[config.mk]
export PLATFORM = sky130hd
export DESIGN_NAME = fewc_host_flat
export DESIGN_NICKNAME = d
export VERILOG_FILES = /design/src/common/fewc_pkg.sv /design/src/common/fewc_bus_if.sv /design/src/rtl/fewc_host.sv /design/src/flat_wrapper.sv
export SDC_FILE = /design/constraint.sdc
export NUM_CORES = 1
export LEC_CHECK = 0
export BUFFER_PORTS_ARGS = -buffer_cell sky130_fd_sc_hd__buf_2
export CELL_PAD_IN_SITES_DETAIL_PLACEMENT = 1
export CELL_PAD_IN_SITES_GLOBAL_PLACEMENT = 1
export CORE_MARGIN = 2
export CORE_UTILIZATION = 48
export CTS_BUF_LIST = sky130_fd_sc_hd__clkbuf_4
export CTS_CLUSTER_SIZE = 40
export DETAILED_ROUTE_END_ITERATION = 12
export GPL_ROUTABILITY_DRIVEN = 0
export GPL_TIMING_DRIVEN = 0
export PLACE_DENSITY = 0.83
export SLEW_MARGIN = 15
export SYNTH_ARGS = -nofsm -noshare
export SYNTH_HDL_FRONTEND = slang
export SYNTH_SLANG_ARGS = --single-unit
export TNS_END_PERCENT = 30
[constraint.sdc]
create_clock -name CLK_SYS_IN -period 4.7 [get_ports CLK_SYS_IN]
set_clock_uncertainty 0.2 [all_clocks]
set_input_delay 0.47 -clock CLK_SYS_IN [delete_from_list [all_inputs] [get_ports CLK_SYS_IN]]
set_output_delay 0.47 -clock CLK_SYS_IN [all_outputs]
set_load 0.01 [all_outputs]
[src/common/fewc_pkg.sv]
package fewc_pkg;

	// ****************************************
	// Timing.
	// ****************************************
	localparam int CLK_PERIOD_NS = 4;
	// The reference timer runs at 5 MHz and counts two to the ninth.
	localparam int REF_CLK_PERIOD_NS = 200;
	localparam int TIMER_EXP = 9;
	localparam int PULSE_NS = (1 << TIMER_EXP) * REF_CLK_PERIOD_NS;
	localparam int PULSE_MIN_NS = 90000;
	localparam int PULSE_MAX_NS = 120000;
	localparam int PULSE_CYCLES = (PULSE_NS + CLK_PERIOD_NS - 1) / CLK_PERIOD_NS;
	localparam int PULSE_MIN_CYCLES = (PULSE_MIN_NS + CLK_PERIOD_NS - 1) / CLK_PERIOD_NS;
	localparam int PULSE_MAX_CYCLES = PULSE_MAX_NS / CLK_PERIOD_NS;
	localparam int RECOVERY_NS = 2000;
	localparam int RECOVERY_CYCLES = (RECOVERY_NS + CLK_PERIOD_NS - 1) / CLK_PERIOD_NS;
	// Cycles after driving the strobe low before the ready line is trusted.
	localparam int READY_SETTLE_CYCLES = 2;

	// ****************************************
	// Write counts.
	// ****************************************
	localparam int ERASE_WRITES = 97655;
	localparam int PROGRAM_WRITES = 20;

	// ****************************************
	// Widths and address map.
	// ****************************************
	localparam int ADDR_W = 16;
	localparam int MEM_ADDR_W = 14;
	localparam int DATA_W = 8;
	localparam int NUM_MEM = 2;
	localparam int TMR_W = 17;
	localparam int GAP_W = 10;
	localparam int SW_SPACE_BIT = 15;
	localparam int CHIP_SEL_BIT = 14;
	localparam logic [1:0] SW_HV_OFF = 2'h0;
	localparam logic [1:0] SW_HV_ON = 2'h1;
	localparam logic [1:0] SW_ERASE_OFF = 2'h2;
	localparam logic [1:0] SW_ERASE_ON = 2'h3;
	localparam logic [MEM_ADDR_W-1:0] ERASE_TRIG_MASK = 14'h0046;
	localparam logic [MEM_ADDR_W-1:0] ERASE_ADDR_HI = 14'h00ff;
	localparam logic [MEM_ADDR_W-1:0] ERASE_ADDR_LO = 14'h00f7;
	localparam logic [DATA_W-1:0] ERASED_DATA = 8'hff;

	// ****************************************
	// States.
	// ****************************************
	typedef enum logic [1:0] {D_IDLE, D_STRETCH, D_RELEASE} fewc_dev_state_type;
	typedef enum logic [2:0] {H_IDLE, H_STEP, H_WR_LOW, H_WR_HIGH, H_GAP} fewc_host_state_type;

endpackage

[src/common/fewc_bus_if.sv]
`timescale 1ns/1ns
interface fewc_bus_if;

	// ****************************************
	// Processor bus toward the control logic.
	// ****************************************
	logic [fewc_pkg::ADDR_W-1:0] addr;
	logic [fewc_pkg::DATA_W-1:0] wdata;
	logic wr_n;
	logic rd_n;
	logic ready;

	modport host (
		output addr,
		output wdata,
		output wr_n,
		output rd_n,
		input ready
	);

	modport dev (
		input addr,
		input wdata,
		input wr_n,
		input rd_n,
		output ready
	);

endinterface

[src/rtl/fewc_host.sv]
// Overview of operation
// - Ready held low stretching writes near 100 us.
// - Stretch only while high supply is on.
// - Strobe low pulse between 90 and 120 us.
// - Pulse is 2^9 ticks of 5 MHz.
// - Write strobe drives the program strobe directly.
// - Switches set by dummy writes, latched outputs.
// - Erase on forces erase trigger lines high.
// - Erase phases at 00FF and 00F7, any order.
// - Each erase phase totals about ten seconds.
// - Digital timer needs 97655 writes per phase.
// - Erase switch off before any programming.
// - Each byte written twenty times in a row.
// - Skip programming bytes equal to erased value.
// - Wait 2 us after switching and phases.
// - Only the selected memory is erased or written.
// - Output enable high, data valid during strobe.
`timescale 1ns/1ns
module fewc_host #(
	parameter int ERASE_WRITES = fewc_pkg::ERASE_WRITES
) (
	// Clock and reset.
	input wire logic CLK_SYS_IN,
	input wire logic RESET_IN,
	// Command port.
	input wire logic CMD_VALID_IN,
	input wire logic CMD_ERASE_IN,
	input wire logic CMD_CHIP_IN,
	input wire logic [fewc_pkg::MEM_ADDR_W-1:0] CMD_ADDR_IN,
	input wire logic [fewc_pkg::DATA_W-1:0] CMD_DATA_IN,
	// Status.
	output logic CMD_READY_OUT,
	output logic DONE_OUT,
	// Processor bus.
	fewc_bus_if.host bus
);

	// ****************************************
	// State.
	// ****************************************
	typedef struct packed {
		fewc_pkg::fewc_host_state_type state;
		logic [2:0] step;
		logic erase_op;
		logic chip;
		logic [fewc_pkg::MEM_ADDR_W-1:0] maddr;
		logic [fewc_pkg::DATA_W-1:0] mdata;
		logic wr_n;
		logic [fewc_pkg::ADDR_W-1:0] addr;
		logic [fewc_pkg::DATA_W-1:0] wdata;
		logic [fewc_pkg::TMR_W-1:0] left;
		logic [fewc_pkg::GAP_W-1:0] cnt;
		logic busy;
		logic done;
	} fewc_host_regs_type;

	fewc_host_regs_type host_r;
	fewc_host_regs_type host_nxt;
	logic [fewc_pkg::ADDR_W-1:0] act_addr;
	logic [fewc_pkg::TMR_W-1:0] act_count;
	logic act_end;
	logic [fewc_pkg::ADDR_W-1:0] mem_base;

	// ****************************************
	// Sequence script.
	// ****************************************
	// Each step is a burst of identical writes followed by a recovery gap; an empty burst moves on with no gap.
	// A switch change is a burst of one dummy write into the switch space.
	always_comb begin
		act_addr = '0;
		act_count = '0;
		act_end = 1'b0;
		mem_base = {1'b0, host_r.chip, {fewc_pkg::MEM_ADDR_W{1'b0}}};
		if (host_r.erase_op) begin
			case (host_r.step)
				3'h0: begin
					act_addr = {1'b1, 13'h0000, fewc_pkg::SW_HV_ON};
					act_count = fewc_pkg::TMR_W'(1);
				end
				3'h1: begin
					act_addr = {1'b1, 13'h0000, fewc_pkg::SW_ERASE_ON};
					act_count = fewc_pkg::TMR_W'(1);
				end
				3'h2: begin
					act_addr = mem_base | fewc_pkg::ADDR_W'(fewc_pkg::ERASE_ADDR_HI);
					act_count = fewc_pkg::TMR_W'(ERASE_WRITES);
				end
				3'h3: begin
					act_addr = mem_base | fewc_pkg::ADDR_W'(fewc_pkg::ERASE_ADDR_LO);
					act_count = fewc_pkg::TMR_W'(ERASE_WRITES);
				end
				3'h4: begin
					act_addr = {1'b1, 13'h0000, fewc_pkg::SW_ERASE_OFF};
					act_count = fewc_pkg::TMR_W'(1);
				end
				3'h5: begin
					act_addr = {1'b1, 13'h0000, fewc_pkg::SW_HV_OFF};
					act_count = fewc_pkg::TMR_W'(1);
				end
				default: act_end = 1'b1;
			endcase
		end else begin
			case (host_r.step)
				3'h0: begin
					act_addr = {1'b1, 13'h0000, fewc_pkg::SW_ERASE_OFF};
					act_count = fewc_pkg::TMR_W'(1);
				end
				3'h1: begin
					act_addr = {1'b1, 13'h0000, fewc_pkg::SW_HV_ON};
					act_count = fewc_pkg::TMR_W'(1);
				end
				3'h2: begin
					act_addr = mem_base | fewc_pkg::ADDR_W'(host_r.maddr);
					// An erased value needs no programming, so the burst is empty.
					act_count = (host_r.mdata == fewc_pkg::ERASED_DATA) ? '0
						: fewc_pkg::TMR_W'(fewc_pkg::PROGRAM_WRITES);
				end
				3'h3: begin
					act_addr = {1'b1, 13'h0000, fewc_pkg::SW_HV_OFF};
					act_count = fewc_pkg::TMR_W'(1);
				end
				default: act_end = 1'b1;
			endcase
		end
	end

	// ****************************************
	// Next state.
	// ****************************************
	always_comb begin
		host_nxt = host_r;
		host_nxt.done = 1'b0;
		case (host_r.state)
			fewc_pkg::H_IDLE: begin
				if (CMD_VALID_IN) begin
					host_nxt.erase_op = CMD_ERASE_IN;
					host_nxt.chip = CMD_CHIP_IN;
					host_nxt.maddr = CMD_ADDR_IN;
					host_nxt.mdata = CMD_DATA_IN;
					host_nxt.step = '0;
					host_nxt.busy = 1'b1;
					host_nxt.state = fewc_pkg::H_STEP;
				end
			end
			fewc_pkg::H_STEP: begin
				if (act_end) begin
					host_nxt.busy = 1'b0;
					host_nxt.done = 1'b1;
					host_nxt.state = fewc_pkg::H_IDLE;
				end else if (act_count == '0) begin
					host_nxt.step = host_r.step + 1'b1;
				end else begin
					// Address and data go out with the falling strobe.
					host_nxt.addr = act_addr;
					host_nxt.wdata = host_r.erase_op ? fewc_pkg::ERASED_DATA : host_r.mdata;
					host_nxt.left = act_count;
					host_nxt.wr_n = 1'b0;
					host_nxt.cnt = '0;
					host_nxt.state = fewc_pkg::H_WR_LOW;
				end
			end
			fewc_pkg::H_WR_LOW: begin
				// Ready is ignored until the control logic has had time to drop it.
				if (host_r.cnt < fewc_pkg::GAP_W'(fewc_pkg::READY_SETTLE_CYCLES)) begin
					host_nxt.cnt = host_r.cnt + 1'b1;
				end else if (bus.ready) begin
					host_nxt.wr_n = 1'b1;
					host_nxt.left = host_r.left - 1'b1;
					host_nxt.state = fewc_pkg::H_WR_HIGH;
				end
			end
			fewc_pkg::H_WR_HIGH: begin
				// One high cycle lets the control logic rearm between writes.
				host_nxt.cnt = '0;
				if (host_r.left == '0) begin
					host_nxt.state = fewc_pkg::H_GAP;
				end else begin
					host_nxt.wr_n = 1'b0;
					host_nxt.state = fewc_pkg::H_WR_LOW;
				end
			end
			fewc_pkg::H_GAP: begin
				host_nxt.cnt = host_r.cnt + 1'b1;
				if (host_r.cnt == fewc_pkg::GAP_W'(fewc_pkg::RECOVERY_CYCLES - 1)) begin
					host_nxt.step = host_r.step + 1'b1;
					host_nxt.state = fewc_pkg::H_STEP;
				end
			end
			default: begin
				host_nxt.state = fewc_pkg::H_IDLE;
				host_nxt.wr_n = 1'b1;
				host_nxt.busy = 1'b0;
			end
		endcase
	end

	// ****************************************
	// Registers.
	// ****************************************
	always_ff @(posedge CLK_SYS_IN) begin
		if (RESET_IN) begin
			host_r <= '{state: fewc_pkg::H_IDLE, step: '0, erase_op: 1'b0, chip: 1'b0,
				maddr: '0, mdata: '0, wr_n: 1'b1, addr: '0, wdata: '0, left: '0,
				cnt: '0, busy: 1'b0, done: 1'b0};
		end else begin
			host_r <= host_nxt;
		end
	end

	// Reads are never issued, so output enable of the memory stays high.
	assign bus.rd_n = 1'b1;
	assign bus.wr_n = host_r.wr_n;
	assign bus.addr = host_r.addr;
	assign bus.wdata = host_r.wdata;
	assign CMD_READY_OUT = ~host_r.busy;
	assign DONE_OUT = host_r.done;

endmodule // fewc_host

[src/flat_wrapper.sv]
// flat-port wrapper written by rule: the top's interface ports become plain ports
module fewc_host_flat 
#(
	parameter int ERASE_WRITES = fewc_pkg::ERASE_WRITES
)
  (CLK_SYS_IN, RESET_IN, CMD_VALID_IN, CMD_ERASE_IN, CMD_CHIP_IN, CMD_ADDR_IN, CMD_DATA_IN, CMD_READY_OUT, DONE_OUT, bus_addr, bus_wdata, bus_wr_n, bus_rd_n, bus_ready);
  fewc_bus_if bus_i ();
  input wire logic CLK_SYS_IN;
  input wire logic RESET_IN;
  input wire logic CMD_VALID_IN;
  input wire logic CMD_ERASE_IN;
  input wire logic CMD_CHIP_IN;
  input wire logic [fewc_pkg::MEM_ADDR_W-1:0] CMD_ADDR_IN;
  input wire logic [fewc_pkg::DATA_W-1:0] CMD_DATA_IN;
  output logic CMD_READY_OUT;
  output logic DONE_OUT;
  output wire logic [$bits(bus_i.addr)-1:0] bus_addr;
  output wire logic [$bits(bus_i.wdata)-1:0] bus_wdata;
  output wire logic [$bits(bus_i.wr_n)-1:0] bus_wr_n;
  output wire logic [$bits(bus_i.rd_n)-1:0] bus_rd_n;
  input wire logic [$bits(bus_i.ready)-1:0] bus_ready;
  assign bus_addr = bus_i.addr;
  assign bus_wdata = bus_i.wdata;
  assign bus_wr_n = bus_i.wr_n;
  assign bus_rd_n = bus_i.rd_n;
  assign bus_i.ready = bus_ready;
  fewc_host #(.ERASE_WRITES(ERASE_WRITES)) u_core (.CLK_SYS_IN(CLK_SYS_IN), .RESET_IN(RESET_IN), .CMD_VALID_IN(CMD_VALID_IN), .CMD_ERASE_IN(CMD_ERASE_IN), .CMD_CHIP_IN(CMD_CHIP_IN), .CMD_ADDR_IN(CMD_ADDR_IN), .CMD_DATA_IN(CMD_DATA_IN), .CMD_READY_OUT(CMD_READY_OUT), .DONE_OUT(DONE_OUT), .bus(bus_i));
endmodule
==> flow_summary.toml <==
[worst_setup_path]
crit_chain = "inv_1 -> ha_1 -> clkbuf_1 -> nand2_1 -> nand2_1 -> a21oi_4 -> buf_4 -> buf_4 -> o21ai_1 -> a21oi_1"
rr_worst_depth = 10
path_max_fanout = 10
path_class = "reg2reg"
rrSetupSlack_ns = 1.70
cp-end-kind = "flip-flop"
cpMaxStageDelayCell = "dfxtp_1"
crit_path_start_kind = "flip-flop"
crit_family = "buffers and inverters"
rr_endpoint = "u_core.host_r[12]$_SDFFE_PP0P_"
r2r_start = "u_core.host_r[80]$_SDFFE_PP0P_"
cp.arrival_ns = 3.17
critPathBufInv = 4
critPathMaxStageDelay_ns = 0.48
crit_required_ns = 4.87

[timing]
holdWs_ns = 0.0392
rsz0062_at_grt = "false"
drv_slew = 0
tns_ns = 0
finalSetupViolations = 0
period_share_pct = 63.7
worst_slack_ns = 1.70
max_freq_mhz = 334
hold_violations = 0
tightest_slew_ns = 0.838
slew_headroom_pct = 43.9
fin_crit_ns = 3.00

[pwr]
clock_power_share_pct = 27.0
internal-power_mw = 1.07
vdd_ir_drop_max_v = 0.000151
p_switching_uw = 565
p_comb_share_pct = 24.4
pwr-share-seq_pct = 48.6
p_per_area_nw_per_um2 = 327
leakage_nw = 1.94
p_sw_share_pct = 34.6

[synth]
ys.flop_type = "dfxtp_1"
synthCells = 547
ys_types = 63
synth_fp_nets = 582
seq_area_frac_synth_pct = 37.8
synth_edf_count = 0
syn_area_per_cell_um2 = 8.13
ys_ff_latch = 84
netlist_area_um2 = 4450
ys_async_sr_fraction_pct = 0
synth_warnings = 0

[place]
dp_hpwl_um = 10200
placed_area_um2 = 4860
pre_cts_ws_ns = 1.83
io_buffers = 54
dp.cells = 712

[routing]
firstDrtPassIters = 4
dr.first_iter.drc_count = 142
drc = 0
wl_met1_um = 5900
antenna_left = 0
routed.top_layer = "met4"
wl_met2_um = 7120
avgViaCountPerCell = 6.13
vias = 4463
drt_wl_total_um = 13900
wire_per_inst_um = 19.1
wl_met3_um = 614

[status]
status = "finished clean"

[global_route]
gr-total-overflow = 0
first_global_vias = 4683
grt_first_pass_wirelength_um = 23500
grt_max_degree = 16
grt_usage_pct = 29.3
antenna_found_initial = 0

[clock_network]
cts_hold_buffers = 0
post-cts-setup-buffers = 0
cts_made_buffers = 9
cts_root_buf = "clkbuf_4"
clkTransAtPathRegs_ns = 0.15
htree_levels = 3
cts.sinks = 84
cts_tree = "built"
cts_resized = 0
clockBufferDepth = 2
clk_latency_ns = 0.45

[floorplan]
design.core.area_um2 = 9110
die-width_um = 100
die_h_um = 100
die_area_um2 = 10100
io_pins = 56
initial_core_util_pct = 48.8
row_count = 35

[finish]
final_cell_mix = "84 x dfxtp_1, 72 x a21oi_1, 64 x nand2_1"
finish.instance_area_um2 = 5000
area_delta_synth_final_pct = 12.4
n_fill_cell = 1173
n_antenna_cell = 0
nets = 647
drive_above_1_share_pct = 20.3
final_cells = 728
final_common_cell = "dfxtp_1"

[min_path]
hold_path.class = "in2reg"
min_to = "u_core.host_r[61]$_SDFFE_PP0P_"
hold_depth = 3
min_from = "CMD_DATA_IN[7]"

[run]
max-cap-violations = 0
[sequential cells by signal, summed over array words and instances (netlist names)]
| signal | count |
|---|---|
| u_core.bus.addr | 16 |
| u_core.host_r | 58 |
| u_core.bus.wr_n | 1 |
| u_core.DONE_OUT | 1 |
| u_core.bus.wdata | 8 |
[synthesized netlist by cell type (all sizes together), types with 2 or more instances]
master   instances  area (um^2)
o41ai            3         26.3
o32ai            2         17.5
nor2            29          109
o311ai          12          105
or3              4         30.0
nand2b           4         32.5
and3             5         31.3
nand4            9         56.3
nor3b            4         41.3
or4             11         93.8
nand3b           2         15.0
dfxtp           84         1680
or2              4         25.0
nand2           64          240
o31ai           20          150
a21o             4         30.0
a21oi           74          393
mux2i            2         20.0
inv             14         52.6
nor3            15         75.1
mux2             2         30.0
o2111ai          8         70.1
a211oi           5         42.5
o21ai           30          154
ha               7         87.6
clkbuf          31          116
nor4            16          121
nor2b            4         25.0
nand3           12         60.1
and4             2         17.5
a311oi           3         26.3
o211ai           3         22.5
buf             35          260
a31oi            8         65.1
[worst max path at each step]
stage	end	slack (ns)	startpoint	cells after the start
2_1_floorplan	u_core.host_r[78]$_SDFFE_PP0P_	2.37	u_core.host_r[78]$_SDFFE_PP0P_	8
3_3_place_gp	u_core.host_r[12]$_SDFFE_PP0P_	1.92	u_core.host_r[80]$_SDFFE_PP0P_	10
3_5_place_dp	u_core.host_r[12]$_SDFFE_PP0P_	1.83	u_core.host_r[80]$_SDFFE_PP0P_	10
4_1_cts	u_core.host_r[12]$_SDFFE_PP0P_	1.77	u_core.host_r[80]$_SDFFE_PP0P_	10
5_1_grt	u_core.host_r[25]$_SDFFE_PP0P_	1.53	u_core.host_r[79]$_SDFFE_PP0P_	9
6_report	u_core.host_r[12]$_SDFFE_PP0P_	1.70	u_core.host_r[80]$_SDFFE_PP0P_	10
[per-layer routing]
| metal | track usage (%) | vias to the layer above |
|---|---|---|
| li1 | - | 2136 |
| met1 | 35.7 | 2171 |
| met2 | 51.5 | 128 |
| met3 | 4.67 | 28 |
| met4 | 11.4 | 0 |
| met5 | 0 | - |
[kinds of logic (layout without fill, tap and decap cells)]
logic type	Yosys count	in the layout	synth area share, %
simple gates	189	189	22.6
buf+inv	80	150	9.65
other cells	1	1	0.0843
mux	4	4	1.13
xor+xnor	1	1	0.197
flops	84	84	37.8
compound gates	181	181	26.5
fa+ha+maj	7	7	1.97
[metrics by stage]
stage / power [mW] / utilization (%)
5_1_grt: 1.72 / 54.9
4_1_cts: 1.64 / 54.9
2_1_floorplan: 1.08 / -
3_5_place_dp: 1.20 / 53.3
3_3_place_gp: 1.18 / 53.3
6_report: 1.63 / 54.9
[cell type report]
cell class	instances	area, um^2	share of cell area (%)
multi-input combinational	383	2340	46.8
inverter	14	52.6	1.05
clock inverter	7	73.8	1.48
timing repair buffer	54	270	5.41
sequential	84	1680	33.6
tap	111	139	2.78
clock buffer	9	67.6	1.35
buffer	66	377	7.53
[power by group through the flow]
stage	Sequential, mW	Clock, mW	Combinational, mW
2_1_floorplan	0.797	0	0.280
3_3_place_gp	0.806	0	0.378
3_5_place_dp	0.808	0	0.393
4_1_cts	0.793	0.449	0.397
5_1_grt	0.800	0.477	0.443
6_report	0.794	0.442	0.398
[worst min-delay path: stages]
cell and delay [ns]:
buf_2 0.09, nand2_1 0.04, a21oi_1 0.05
(Power assumes the default switching activity.)
